### src/common/lfm_pkg.sv
`default_nettype none
package lfm_pkg;
    // time base
    localparam int unsigned CLK_HZ      = 250_000_000;
    localparam int unsigned TICK_MS     = 1;
    localparam int unsigned TICK_CYCLES = CLK_HZ / 1000 * TICK_MS;
    // rpm numerator: 60 s per minute times clock rate
    localparam logic [33:0] SPD_NUM     = 34'(64'(CLK_HZ) * 64'h3c);
    localparam int unsigned DIV_BITS    = 34;
    localparam int unsigned PROBE_MAX_HZ = 32_000;

    // register indices
    localparam logic [2:0] A_CONFIG  = 3'h0;
    localparam logic [2:0] A_DELAY   = 3'h1;
    localparam logic [2:0] A_MAXMEAS = 3'h2;
    localparam logic [2:0] A_PPR     = 3'h3;
    localparam logic [2:0] A_GEAR    = 3'h4;
    localparam logic [2:0] A_DEV     = 3'h5;
    localparam logic [2:0] A_STATUS  = 3'h6;
    localparam logic [2:0] A_SPEED   = 3'h7;

    // config field positions
    localparam int unsigned CFG_MON_LSB  = 0;
    localparam int unsigned CFG_RESP_LSB = 4;
    localparam int unsigned CFG_EDGE_BIT = 8;
    localparam int unsigned CFG_INV_LSB  = 12;
    localparam int unsigned CFG_FSRC_LSB = 16;
    localparam int unsigned CFG_LSRC_BIT = 20;
    localparam int unsigned INV_PROBE_BIT = 3;

    // status bits
    localparam int unsigned ST_LOAD_FLT = 0;
    localparam int unsigned ST_DEV_FLT  = 1;
    localparam int unsigned ST_DEV_ALM  = 2;

    // reset values (10000 ms, 150 rpm)
    localparam logic [1:0]  RST_MON      = 2'h1;
    localparam logic [2:0]  RST_RESP     = 3'h0;
    localparam logic        RST_EDGE     = 1'h0;
    localparam logic [3:0]  RST_INV      = 4'h0;
    localparam logic [2:0]  RST_FSRC     = 3'h0;
    localparam logic        RST_LSRC     = 1'h0;
    localparam logic [31:0] RST_DELAY_MS = 32'h0000_2710;
    localparam logic [31:0] RST_MAXM_MS  = 32'h0000_2710;
    localparam logic [7:0]  RST_PPR      = 8'h01;
    localparam logic [7:0]  RST_GEAR     = 8'h01;
    localparam logic [15:0] RST_DEV      = 16'h0096;

    typedef enum logic [1:0] {
        MON_OFF    = 2'h0,
        MON_TORQUE = 2'h1,
        MON_SPEED  = 2'h2,
        MON_LOAD   = 2'h3
    } lfm_mon_t;

    typedef enum logic [1:0] {
        DIV_IDLE = 2'b01,
        DIV_RUN  = 2'b10
    } lfm_div_st_t;
endpackage
`default_nettype wire

### src/common/lfm_probe_if.sv
`default_nettype none
interface lfm_probe_if;
    logic        edge_sel;
    logic        invert;
    logic [7:0]  ppr;
    logic [7:0]  gear;
    logic [31:0] max_ms;
    logic        ms_tick;
    logic [15:0] speed;

    modport host (
        output edge_sel, invert, ppr, gear, max_ms, ms_tick,
        input  speed
    );
    modport probe (
        input  edge_sel, invert, ppr, gear, max_ms, ms_tick,
        output speed
    );
endinterface
`default_nettype wire

### src/lfm_top.sv
// Operation
// - input low past delay raises load fault
// - config selects off, torque, speed, load
// - failure source selectable, default constant one
// - probe on input three, to 32 kHz
// - invert bit three inverts probe input
// - edge select zero rising, one falling
// - speed from spacing and pulses per rev
// - no pulse in max time, speed zero
// - probe speed times gear factor
// - deviation above permissible value is excessive
// - response off, alarm or fault per condition
// - delay applies before deviation response
// - load speed source selectable, default none
`default_nettype none
module lfm_top
    import lfm_pkg::*;
#(
    parameter int unsigned MS_CYCLES = TICK_CYCLES
) (
    input  wire logic        core_clk_i,
    input  wire logic        rst_i,
    input  wire logic        motor_on_i,
    input  wire logic [15:0] motor_speed_actual_i,
    input  wire logic [3:0]  din_i,
    input  wire logic [2:0]  reg_addr_i,
    input  wire logic [31:0] reg_wdata_i,
    input  wire logic        reg_wr_i,
    input  wire logic        reg_rd_i,
    output logic      [31:0] reg_rdata_o,
    output logic             load_failure_fault_o,
    output logic             deviation_alarm_o,
    output logic             deviation_fault_o,
    output logic      [15:0] probe_speed_result_o
);
    typedef struct packed {
        logic [1:0]  load_monitor_config;
        logic [2:0]  deviation_response_select;
        logic        probe_edge_select;
        logic [3:0]  probe_invert_mask;
        logic [2:0]  failure_detect_source;
        logic        load_speed_source;
        logic [31:0] load_monitor_delay;
        logic [31:0] probe_max_measure_time;
        logic [7:0]  probe_pulses_per_rev;
        logic [7:0]  probe_gear_factor;
        logic [15:0] permissible_speed_deviation;
        logic [17:0] ms_cnt;
        logic        ms_tick;
        logic        load_flt;
        logic        dev_flt;
        logic        dev_alm;
        logic [31:0] rdata;
    } lfm_top_st_t;

    lfm_top_st_t r;
    lfm_top_st_t next_r;

    lfm_probe_if pif ();

    logic        fail_in;
    logic        fail_cond;
    logic        fail_done;
    logic [15:0] load_speed;
    logic        too_low;
    logic        too_high;
    logic        dev_sel;
    logic        dev_cond;
    logic        dev_done;
    logic        resp_alarm;
    logic        resp_fault;
    logic [31:0] status_word;
    logic [31:0] config_word;

    // selected failure-detect signal: code 0 is a constant one
    function automatic logic fail_select(input logic [2:0] src, input logic [3:0] din);
        logic v;
        v = 1'b1;
        if (src != 3'h0 && src <= 3'h4) begin
            v = din[2'(src - 3'h1)];
        end
        return v;
    endfunction

    // a exceeds b by more than d, widened against overflow
    function automatic logic exceeds(input logic [15:0] a, input logic [15:0] b, input logic [15:0] d);
        return {1'b0, a} > ({1'b0, b} + {1'b0, d});
    endfunction

    assign fail_in   = fail_select(r.failure_detect_source, din_i);
    assign fail_cond = (r.load_monitor_config != MON_OFF) && motor_on_i && !fail_in;

    lfm_timer u_fail_tmr (
        .core_clk_i (core_clk_i),
        .rst_i      (rst_i),
        .cond_i     (fail_cond),
        .tick_i     (r.ms_tick),
        .limit_i    (r.load_monitor_delay),
        .done_o     (fail_done)
    );

    // load speed source, zero when none
    assign load_speed = r.load_speed_source ? pif.speed : 16'h0;
    assign too_low  = exceeds(motor_speed_actual_i, load_speed, r.permissible_speed_deviation);
    assign too_high = exceeds(load_speed, motor_speed_actual_i, r.permissible_speed_deviation);

    always_comb begin
        dev_sel = 1'b0;
        unique case (r.deviation_response_select)
            3'h1, 3'h4: dev_sel = too_low;
            3'h2, 3'h5: dev_sel = too_high;
            3'h3, 3'h6: dev_sel = too_low | too_high;
            default:    dev_sel = 1'b0;
        endcase
    end

    assign resp_alarm = (r.deviation_response_select >= 3'h1) && (r.deviation_response_select <= 3'h3);
    assign resp_fault = (r.deviation_response_select >= 3'h4) && (r.deviation_response_select <= 3'h6);

    assign dev_cond = (r.load_monitor_config == MON_SPEED) && motor_on_i && dev_sel;

    lfm_timer u_dev_tmr (
        .core_clk_i (core_clk_i),
        .rst_i      (rst_i),
        .cond_i     (dev_cond),
        .tick_i     (r.ms_tick),
        .limit_i    (r.load_monitor_delay),
        .done_o     (dev_done)
    );

    assign pif.edge_sel = r.probe_edge_select;
    assign pif.invert   = r.probe_invert_mask[INV_PROBE_BIT];
    assign pif.ppr      = r.probe_pulses_per_rev;
    assign pif.gear     = r.probe_gear_factor;
    assign pif.max_ms   = r.probe_max_measure_time;
    assign pif.ms_tick  = r.ms_tick;

    lfm_probe u_probe (
        .core_clk_i          (core_clk_i),
        .rst_i               (rst_i),
        .pulse_input_three_i (din_i[3]),
        .pif                 (pif)
    );

    always_comb begin
        config_word = 32'h0;
        config_word[CFG_MON_LSB +: 2]  = r.load_monitor_config;
        config_word[CFG_RESP_LSB +: 3] = r.deviation_response_select;
        config_word[CFG_EDGE_BIT]      = r.probe_edge_select;
        config_word[CFG_INV_LSB +: 4]  = r.probe_invert_mask;
        config_word[CFG_FSRC_LSB +: 3] = r.failure_detect_source;
        config_word[CFG_LSRC_BIT]      = r.load_speed_source;
        status_word = 32'h0;
        status_word[ST_LOAD_FLT] = r.load_flt;
        status_word[ST_DEV_FLT]  = r.dev_flt;
        status_word[ST_DEV_ALM]  = r.dev_alm;
    end

    always_comb begin
        next_r = r;
        // millisecond enable
        next_r.ms_tick = 1'b0;
        if (r.ms_cnt >= 18'(MS_CYCLES - 1)) begin
            next_r.ms_cnt  = 18'h0;
            next_r.ms_tick = 1'b1;
        end else begin
            next_r.ms_cnt = r.ms_cnt + 18'h1;
        end

        if (reg_wr_i) begin
            unique case (reg_addr_i)
                A_CONFIG: begin
                    next_r.load_monitor_config       = reg_wdata_i[CFG_MON_LSB +: 2];
                    next_r.deviation_response_select = reg_wdata_i[CFG_RESP_LSB +: 3];
                    next_r.probe_edge_select         = reg_wdata_i[CFG_EDGE_BIT];
                    next_r.probe_invert_mask         = reg_wdata_i[CFG_INV_LSB +: 4];
                    next_r.failure_detect_source     = reg_wdata_i[CFG_FSRC_LSB +: 3];
                    next_r.load_speed_source         = reg_wdata_i[CFG_LSRC_BIT];
                end
                A_DELAY:   next_r.load_monitor_delay          = reg_wdata_i;
                A_MAXMEAS: next_r.probe_max_measure_time      = reg_wdata_i;
                A_PPR:     next_r.probe_pulses_per_rev        = reg_wdata_i[7:0];
                A_GEAR:    next_r.probe_gear_factor           = reg_wdata_i[7:0];
                A_DEV:     next_r.permissible_speed_deviation = reg_wdata_i[15:0];
                A_STATUS: begin
                    // write one to clear a sticky fault
                    if (reg_wdata_i[ST_LOAD_FLT]) begin
                        next_r.load_flt = 1'b0;
                    end
                    if (reg_wdata_i[ST_DEV_FLT]) begin
                        next_r.dev_flt = 1'b0;
                    end
                end
                A_SPEED: begin
                end
            endcase
        end

        // sticky load fault, set beats clear
        if (fail_done) begin
            next_r.load_flt = 1'b1;
        end
        if (dev_done && resp_fault) begin
            next_r.dev_flt = 1'b1;
        end
        next_r.dev_alm = dev_done && resp_alarm;

        next_r.rdata = 32'h0;
        if (reg_rd_i) begin
            unique case (reg_addr_i)
                A_CONFIG:  next_r.rdata = config_word;
                A_DELAY:   next_r.rdata = r.load_monitor_delay;
                A_MAXMEAS: next_r.rdata = r.probe_max_measure_time;
                A_PPR:     next_r.rdata = {24'h0, r.probe_pulses_per_rev};
                A_GEAR:    next_r.rdata = {24'h0, r.probe_gear_factor};
                A_DEV:     next_r.rdata = {16'h0, r.permissible_speed_deviation};
                A_STATUS:  next_r.rdata = status_word;
                A_SPEED:   next_r.rdata = {16'h0, pif.speed};
            endcase
        end
    end

    always_ff @(posedge core_clk_i) begin
        if (rst_i) begin
            r                             <= '0;
            r.load_monitor_config         <= RST_MON;
            r.deviation_response_select   <= RST_RESP;
            r.probe_edge_select           <= RST_EDGE;
            r.probe_invert_mask           <= RST_INV;
            r.failure_detect_source       <= RST_FSRC;
            r.load_speed_source           <= RST_LSRC;
            r.load_monitor_delay          <= RST_DELAY_MS;
            r.probe_max_measure_time      <= RST_MAXM_MS;
            r.probe_pulses_per_rev        <= RST_PPR;
            r.probe_gear_factor           <= RST_GEAR;
            r.permissible_speed_deviation <= RST_DEV;
        end else begin
            r <= next_r;
        end
    end

    assign reg_rdata_o          = r.rdata;
    assign load_failure_fault_o = r.load_flt;
    assign deviation_alarm_o    = r.dev_alm;
    assign deviation_fault_o    = r.dev_flt;
    assign probe_speed_result_o = pif.speed;
endmodule
`default_nettype wire

### src/lfm_timer.sv
`default_nettype none
module lfm_timer
    import lfm_pkg::*;
(
    input  wire logic        core_clk_i,
    input  wire logic        rst_i,
    input  wire logic        cond_i,
    input  wire logic        tick_i,
    input  wire logic [31:0] limit_i,
    output logic             done_o
);
    typedef struct packed {
        logic [31:0] cnt;
        logic        done;
    } lfm_tmr_st_t;

    lfm_tmr_st_t r;
    lfm_tmr_st_t next_r;

    always_comb begin
        next_r = r;
        if (!cond_i) begin
            next_r.cnt  = 32'h0;
            next_r.done = 1'b0;
        end else begin
            if (tick_i && r.cnt != 32'hffff_ffff) begin
                next_r.cnt = r.cnt + 32'h1;
            end
            next_r.done = (r.cnt >= limit_i);
        end
    end

    always_ff @(posedge core_clk_i) begin
        if (rst_i) begin
            r <= '0;
        end else begin
            r <= next_r;
        end
    end

    assign done_o = r.done;
endmodule
`default_nettype wire

### src/lfm_probe.sv
`default_nettype none
module lfm_probe
    import lfm_pkg::*;
(
    input  wire logic core_clk_i,
    input  wire logic rst_i,
    input  wire logic pulse_input_three_i,
    lfm_probe_if.probe pif
);
    typedef struct packed {
        logic        prev;
        logic        have_prev;
        logic [31:0] period;
        logic [31:0] idle_ms;
        lfm_div_st_t st;
        logic [5:0]  step;
        logic [40:0] rem;
        logic [33:0] quo;
        logic [39:0] dsr;
        logic [15:0] speed;
    } lfm_prb_st_t;

    lfm_prb_st_t r;
    lfm_prb_st_t next_r;
    logic        pin;
    logic        edge_hit;
    logic        timed_out;
    logic [40:0] rem_sh;
    logic [15:0] q16;
    logic [23:0] prod;

    assign pin = pulse_input_three_i ^ pif.invert;
    assign edge_hit  = pif.edge_sel ? (r.prev & ~pin) : (~r.prev & pin);
    assign timed_out = (r.idle_ms >= pif.max_ms);
    assign rem_sh    = {r.rem[39:0], SPD_NUM[r.step]};
    assign q16       = (r.quo[33:16] != 18'h0) ? 16'hffff : r.quo[15:0];
    assign prod      = 24'(q16) * 24'(pif.gear);

    always_comb begin
        next_r      = r;
        next_r.prev = pin;
        if (r.period != 32'hffff_ffff) begin
            next_r.period = r.period + 32'h1;
        end
        if (pif.ms_tick && r.idle_ms != 32'hffff_ffff) begin
            next_r.idle_ms = r.idle_ms + 32'h1;
        end
        unique case (r.st)
            DIV_IDLE: begin
            end
            DIV_RUN: begin
                if (rem_sh >= {1'b0, r.dsr}) begin
                    next_r.rem         = rem_sh - {1'b0, r.dsr};
                    next_r.quo[r.step] = 1'b1;
                end else begin
                    next_r.rem = rem_sh;
                end
                if (r.step == 6'h0) begin
                    next_r.st = DIV_IDLE;
                end else begin
                    next_r.step = r.step - 6'h1;
                end
            end
        endcase
        if (r.st == DIV_RUN && r.step == 6'h0) begin
            next_r.speed = (prod[23:16] != 8'h0) ? 16'hffff : prod[15:0];
        end
        // no pulse in time, speed zero
        if (timed_out) begin
            next_r.speed     = 16'h0;
            next_r.have_prev = 1'b0;
            next_r.st        = DIV_IDLE;
        end
        if (edge_hit) begin
            next_r.period    = 32'h1;
            next_r.idle_ms   = 32'h0;
            next_r.have_prev = 1'b1;
            // rpm = 60*f_clk / (period * pulses per rev)
            if (r.have_prev && !timed_out && r.st == DIV_IDLE) begin
                next_r.st   = DIV_RUN;
                next_r.step = 6'(DIV_BITS - 1);
                next_r.rem  = 41'h0;
                next_r.quo  = 34'h0;
                next_r.dsr  = 40'(r.period) * 40'(pif.ppr);
            end
        end
    end

    always_ff @(posedge core_clk_i) begin
        if (rst_i) begin
            r    <= '0;
            r.st <= DIV_IDLE;
        end else begin
            r <= next_r;
        end
    end

    assign pif.speed = r.speed;
endmodule
`default_nettype wire

### config.mk
export PLATFORM = sky130hd
export DESIGN_NAME = lfm_top
export DESIGN_NICKNAME = d
export VERILOG_FILES = /design/src/common/lfm_pkg.sv /design/src/common/lfm_probe_if.sv /design/src/lfm_top.sv /design/src/lfm_timer.sv /design/src/lfm_probe.sv
export SDC_FILE = /design/constraint.sdc
export NUM_CORES = 2
export LEC_CHECK = 0
export ABC_CLOCK_PERIOD_IN_PS = 7200
export BUFFER_PORTS_ARGS = -buffer_cell sky130_fd_sc_hd__buf_2
export CAP_MARGIN = 20
export CELL_PAD_IN_SITES_DETAIL_PLACEMENT = 1
export CELL_PAD_IN_SITES_GLOBAL_PLACEMENT = 2
export CORE_MARGIN = 2
export CORE_UTILIZATION = 39
export CTS_CLUSTER_SIZE = 20
export DETAILED_ROUTE_END_ITERATION = 8
export MAX_ROUTING_LAYER = met4
export PLACE_DENSITY_LB_ADDON = 0.3
export SETUP_SLACK_MARGIN = 0.3
export SYNTH_ARGS = -nofsm -noshare
export SYNTH_HDL_FRONTEND = slang
export SYNTH_SLANG_ARGS = --single-unit
### constraint.sdc
create_clock -name core_clk_i -period 7.2 [get_ports core_clk_i]
set_input_delay 0.36 -clock core_clk_i [delete_from_list [all_inputs] [get_ports core_clk_i]]
set_output_delay 0.36 -clock core_clk_i [all_outputs]
set_load 0.01 [all_outputs]
Word level (Yosys, flattened, before mapping) --
Memories as Yosys holds them, arrays and structs flattened. A register that Yosys moved wholly into a read port is not among the register bits. Cells that the tools add are included.
Storage, ports and cells: register bits 435, bits in latches 0, bits in writable memories 0, ROM bits 64, output and inout port bits 51, memories kept 1
Memory list:
- (name not given) | depth 64, bits a word 1, rd ports 1, clocked after memory_dff 1, wr ports 0, line lfm_probe.sv:35 | assign rem_sh = {r.rem[39:0], SPD_NUM[r.step]};
Operators by class: add/sub/neg operators 10, $mul 2, divide/modulo/power cells 0, order comparisons 15, equal/unequal tests 20, shifts and indexed selects 0, muxes and demuxes 31, bitwise logic cells 10, reductions and logical operators 50
Operators by type and width (number):
- $pmux 32 s8 | 1
- $mux 188 | 1
- $add 32x1->32 const B | 4
- $ne 32x32->1 const B | 4
- $mux 123 | 1
- $ge 32x32->1 | 3
- $mux 83 | 1
- $mux 32 | 2
- $mux 16 | 3
- $ge 41x40->1 | 1
- $mux 41 | 1
- $sub 41x40->41 | 1
- $mul 32x8->40 | 1
- $add 16x16->17 | 2
- $gt 16x17->1 | 2
- $mux 34 | 1
- $or 34x34->34 | 1
- $mul 16x8->24 | 1
- $eq 3x3->1 const B | 7
- $add 18x1->18 const B | 1
- $ge 18x18->1 const B | 1
- $reduce_bool 18->1 | 1
- $reduce_bool 2->1 | 9
- $reduce_or 2->1 | 9
- 31 further kinds | 79

Depth between registers and ports, before layout --
depth after elaboration 11, gate-level depth with buffers 26, mapped depth without buffers 23

Hierarchy --
A second synthesis with hierarchy kept.
Unflattened totals: cell total of the unflattened synthesis 4635, area total of the unflattened synthesis 37450.9 um^2
Modules (own cells, without submodules):
- lfm_probe | times used 1, cells each 2842, area an instance 23236.0 um^2
- lfm_top | times used 1, cells each 1165, area an instance 9245.1 um^2
- lfm_timer | times used 2, cells each 314, area an instance 2484.9 um^2

Worst setup path before layout --
No wires, ideal clock.
path type flip-flop to flip-flop, start point register u_probe.r[75] in the netlist's numbering, end point register u_probe.r (netlist bit u_probe.pif.speed[10]), library setup time 0.119 ns, data arrival time 6.304 ns, required time 7.081 ns, setup slack 0.777 ns, cell stages (with the launch flop) 24, path buffers 4, cell sequence dfxtp_1 > or4_1 > or4_1 > clkbuf_1 > clkbuf_1 > clkbuf_1 > o21ai_0 > fa_1 > fa_1 > inv_1 > fa_1 > inv_1 > fa_1 > inv_1 > ha_1 > o21a_1 > a21oi_1 > o21bai_1 > a2111oi_2 > o21a_1 > o2111ai_1 > nor4b_4 > buf_6 > a21oi_1
On the way: cells in the longest elaborated chain, start to end 5
Ends and longest elaborated chain:
- start: declaration | line lfm_probe.sv:23 | lfm_prb_st_t r;
- start signal: assignment | line lfm_probe.sv:94 | r <= next_r;
- $reduce_bool 18->1 * | line lfm_probe.sv:36 | assign q16 = (r.quo[33:16] != 18'h0) ? 16'hffff : r.quo[15:0];
- $mux 16 * | line lfm_probe.sv:36
- $mul 16x8->24 * | line lfm_probe.sv:37 | assign prod = 24'(q16) * 24'(pif.gear);
- $reduce_bool 8->1 | line lfm_probe.sv:66 | next_r.speed = (prod[23:16] != 8'h0) ? 16'hffff : prod[15:0];
- $mux 16 * | line lfm_probe.sv:66
Mark *: on every way between the ends. The rest lies on a longest branch, timed or not. A chain may end at the register's enable or synchronous reset.

Final worst setup path --
start point register u_probe.r[75] in the netlist's numbering, end point register u_probe.r (netlist bit u_probe.pif.speed[3])
Same word-level chain as after synthesis.

==> flow_summary_export.csv <==
group,metric,value,unit
status,status,"finished, final reports clean",
drt,avgViaCountPerCell,5.34,
synthesis,seq_area_frac_synth,23.8,%
clock_network,cts_clock_pin_slew_for_the_worst_setup_and_hold_paths,0.06,ns
final_layout,layout.filler_cells,11100,
power_and_ir_drop,netSwitchingPower,1.64,mW
power_and_ir_drop,seq_power_share,41.4,%
synthesis,yosys.area_share.adder,25.3,%
clock_network,clock_buffer_count_from_cts,53,
power_and_ir_drop,combPwrFrac,11.5,%
sta,rsz_0062_raised_after_global_routing,"false",
die,die_width,311,um
synthesis,synth_top_area_share,23.8,%
sta,skew,0.0437,ns
job,maxCapViolations,0,
power_and_ir_drop,irDropWorstVdd,0.178,mV
final_layout,finalInstanceArea,0.0401,mm^2
drt,detail-route-antenna-nets,0,
drt,wl_per_cell,19.4,um
worst_setup_path,cp.required,7.73,ns
placement,detailed_place_hpwl,86000,um
synthesis,mapped_area,0.0366,mm^2
sta,maxSlewHeadroom,31.9,%
sta,count_of_final_max_slew_check_failures,0,
clock_network,cts_setup_buffers,0,
synthesis,synthXorXnorAreaFrac,5.26,%
synthesis,synth.area.mux_share,1.03,%
worst_hold_path,hp-class,"input pin to flip-flop",
final_layout,design.final.nets,5107,
drt,routed-via-count,30800,
drt,drt_pre_antenna_iters,5,
power_and_ir_drop,areal_power_density_over_the_cells,149,mW/mm^2
power_and_ir_drop,internal-power,4.32,mW
placement,gpl.final_weighted_congestion,0.888,
drt,remaining_drc_errors,0,
synthesis,compound_gate_portion_of_the_synthesized_area,15.3,%
final_layout,post_route_cells_drive_above_1_share,7.29,%
sta,setup-tns-final,0,ns
grt,grt_resource_usage_total,23.9,%
grt,grt_first_pass_wirelength,181000,um
worst_setup_path,cpMaxStageDelayCell,"sky130_fd_sc_hd__fa_1",
synthesis,synth_simple_gate_area_share,21.5,%
sta,finalHoldViolations,0,
worst_setup_path,worstSetupPathType,"flip-flop to flip-flop",
drt,drtIter0Drc,1364,
sta,setup-violations-final,0,
synthesis,post-synth-top-area-cell,"sky130_fd_sc_hd__dfxtp_1",
placement,port_buffers,110,
synthesis,mappedNetlistNets,5128,
power_and_ir_drop,power.static_leakage,17.6,nW
worst_setup_path,critical_path.startpoint_type,"flip-flop",
grt,first_global_vias,32600,
synthesis,ffs_latches_synth,435,
die,chipHeight,311,um
clock_network,cts_num_sinks,435,
worst_setup_path,timing.critical_path.cells,"or4_1 > or4_1 > buf_6 > or2_4 > and2_1 > fa_1 > fa_1 > fa_1 > fa_1 > ha_2 > a21o_1 > a21o_1 > a21o_1 > a21oi_1 > nor2_1 > a211o_1 > mux2i_1 > o211ai_1 > nor4b_4 > buf_6 > a21oi_1",
synthesis,synth_cell_type_count,99,
synthesis,yosysWarnings,0,
clock_network,cts_tree,"yes",
die,num_rows,112,
grt,grt_overflow_total,0,
worst_setup_path,timing.critical_path.slowest_cell_delay,0.57,ns
final_layout,seqCellArea,0.00871,mm^2
clock_network,root_buffer,"sky130_fd_sc_hd__clkbuf_16",
sta,fmax,0.152,GHz
synthesis,synth_top_family_by_area,"adder cells",
power_and_ir_drop,power.switching_fraction,27.5,%
sta,max_slew.worst_pin.slew,1.02,ns
worst_setup_path,critPathMaxFanout,28,
clock_network,h-tree-depth,2,
drt,drt_wl_total,112000,um
synthesis,synth-edff-count,0,
placement,place_area,0.0379,mm^2
power_and_ir_drop,clkPwrFrac,47.1,%
die,placeableCoreArea,0.0932,mm^2
synthesis,synth_ff_type,"sky130_fd_sc_hd__dfxtp_1",
synthesis,ys_top_cells_by_area,"sky130_fd_sc_hd__dfxtp_1 (24%), sky130_fd_sc_hd__fa_1 (15%), sky130_fd_sc_hd__ha_1 (11%)",
synthesis,synth_async_sr_flop_share,0,%
sta,finalWorstPathRequiredPeriod,6.57,ns
die,initial_core_utilization,39.3,%
die,ios,111,
synthesis,avgSynthCellArea,8.17,um^2
grt,grt_antenna_before_repair,16,
clock_network,cts.path.max_buffers,3,
final_layout,multi_input_comb_area,0.0252,mm^2
grt,pin_count_of_the_biggest_net_entering_global_routing,64,
worst_setup_path,worstSetupEndpointType,"flip-flop",
final_layout,layout-area-overhead-vs-synth,9.35,%
worst_setup_path,cpMostUsedCell,"sky130_fd_sc_hd__fa_1",
clock_network,clkLatencyLatePin,0.66,ns
worst_setup_path,cp_arrival,7.10,ns
synthesis,gate_count_of_the_mapped_netlist,4486,
sta,final.period_utilization,91.2,%
die,dieArea,0.0964,mm^2
[logic make-up (layout without fill, tap and decap cells)]
logic type / Yosys count / count (layout)
AOI/OAI and AO/OA: 864 / 864
xor gates and xnor gates: 220 / 220
adders and majority gates: 582 / 582
buffers and inverters: 700 / 716
DFF: 435 / 435
muxes: 34 / 34
other: 0 / 14
and+or+nand+nor: 1651 / 1651
[placed cells by master, fill, tap and decap left out, types with 110 or more instances in the layout]
| cell | count |
|---|---|
| sky130_fd_sc_hd__o21ai_0 | 116 |
| sky130_fd_sc_hd__nand2_1 | 597 |
| sky130_fd_sc_hd__inv_1 | 445 |
| sky130_fd_sc_hd__and2_1 | 149 |
| sky130_fd_sc_hd__xor2_1 | 113 |
| sky130_fd_sc_hd__a21oi_1 | 329 |
| sky130_fd_sc_hd__nor2b_1 | 110 |
| sky130_fd_sc_hd__dfxtp_1 | 435 |
| sky130_fd_sc_hd__fa_1 | 267 |
| sky130_fd_sc_hd__ha_1 | 314 |
| sky130_fd_sc_hd__nor2_1 | 364 |
[per-stage QoR]
| step | hold WS [ns] | util (%) | worst slack, ns | power (mW) | std cells |
|---|---|---|---|---|---|
| global route | 0.0267 | 43.0 | 0.299 | 6.21 | 5770 |
| CTS | 0.00264 | 42.8 | 0.362 | 6.04 | 5753 |
| floorplan | 0.413 | - | 0.777 | 2.98 | 4486 |
| detailed placement | 0.442 | 40.7 | 0.396 | 3.19 | 5640 |
| global placement | 0.430 | 40.7 | 0.555 | 3.19 | 5640 |
| finish | 0.0490 | 43.0 | 0.633 | 5.96 | 5770 |
[cell type report]
class / count / share of cell area, %
Sequential cell: 435 / 21.7
Clock buffer: 75 / 3.79
Antenna cell: 14 / 0.0874
Inverter: 447 / 4.19
Clock inverter: 17 / 0.671
Timing Repair Buffer: 177 / 2.81
Multi-Input combinational cell: 3351 / 62.8
Tap cell: 1254 / 3.92
[power groups by stage]
stage,clock network [mW],registers [mW],logic (mW)
6_report,2.81,2.47,0.683
3_3_place_gp,0,2.52,0.666
2_1_floorplan,0,2.50,0.480
5_1_grt,2.98,2.47,0.759
3_5_place_dp,0,2.52,0.669
4_1_cts,2.89,2.47,0.684
[sequential cells by signal (all words and copies together), names as in the netlist]
signal and count:
reg_rdata_o 32, deviation_fault_o 1, pif.ms_tick 1, u_probe.r 188, u_fail_tmr.done_o 1, r 66, u_dev_tmr.done_o 1, u_probe.rem_sh 1
u_dev_tmr.r 32, u_fail_tmr.r 32, pif.max_ms 32, load_failure_fault_o 1, deviation_alarm_o 1, pif.gear 8, u_probe.pif.speed 16, config_word 13
pif.ppr 8, pif.edge_sel 1
[what timing repair did]
item                                   CTS  global route
setup endpoints to repair                0            16
resized for setup                        0            24
endpoints found under the hold margin   51             0
hold buffers                            21             0
[metal layers]
metal,wire [um],track usage [%],up-vias
li1,-,-,14900
met1,52600,31.0,15300
met2,51500,38.2,454
met3,5140,4.08,148
met4,2970,6.79,0
met5,0,-,-
[path summary, 6_finish.rpt]
check | start | endpoint | slack [ns] | cells after the start
setup / recovery | u_probe.r[75]$_SDFF_PP0_ | u_probe.pif.speed[3]$_SDFFE_PP0P_ | 0.63 | 21
hold / removal | reg_wdata_i[9] | r[63]$_SDFFE_PP0P_ | 0.05 | 3
setup reg to reg | u_probe.r[75]$_SDFF_PP0_ | u_probe.pif.speed[3]$_SDFFE_PP0P_ | 0.63 | 21
hold reg to reg | r[36]$_SDFF_PP0_ | r[36]$_SDFF_PP0_ | 0.45 | 1
[critical path: cells and delay by family, from the launching register on]
kind,cells,cell delay [ns]
buf+inv,2,0.40
fa+ha+maj,5,2.41
compound gates,7,1.29
mux,1,0.17
flops,1,0.31
simple gates,6,1.85
[Yosys cell counts (9+ instances only)]
master,count
sky130_fd_sc_hd__or2_2,15
sky130_fd_sc_hd__xor2_1,113
sky130_fd_sc_hd__ha_1,315
sky130_fd_sc_hd__a21oi_1,331
sky130_fd_sc_hd__a22o_1,10
sky130_fd_sc_hd__o211ai_1,34
sky130_fd_sc_hd__fa_1,267
sky130_fd_sc_hd__inv_1,445
sky130_fd_sc_hd__clkbuf_1,167
sky130_fd_sc_hd__buf_1,10
sky130_fd_sc_hd__dfxtp_1,435
sky130_fd_sc_hd__and3_1,43
sky130_fd_sc_hd__mux2i_1,21
sky130_fd_sc_hd__o31ai_1,10
sky130_fd_sc_hd__nor3_1,65
sky130_fd_sc_hd__buf_2,24
sky130_fd_sc_hd__a221oi_1,14
sky130_fd_sc_hd__o21a_1,23
sky130_fd_sc_hd__nand4_1,60
sky130_fd_sc_hd__a21o_1,82
sky130_fd_sc_hd__a2111oi_0,9
sky130_fd_sc_hd__and4_1,14
sky130_fd_sc_hd__o211a_1,11
sky130_fd_sc_hd__or3_1,28
sky130_fd_sc_hd__nand2_1,597
sky130_fd_sc_hd__nand3_1,101
sky130_fd_sc_hd__buf_4,48
sky130_fd_sc_hd__a22oi_1,20
sky130_fd_sc_hd__xnor2_1,107
sky130_fd_sc_hd__mux2_2,11
sky130_fd_sc_hd__nor4_1,16
sky130_fd_sc_hd__and2_1,149
sky130_fd_sc_hd__nand2b_1,36
sky130_fd_sc_hd__o21ai_0,116
sky130_fd_sc_hd__o21bai_1,27
sky130_fd_sc_hd__nor2_1,372
sky130_fd_sc_hd__a31oi_1,37
sky130_fd_sc_hd__nor2b_1,111
sky130_fd_sc_hd__a211oi_1,44
Power figures use the tool's default switching activity.
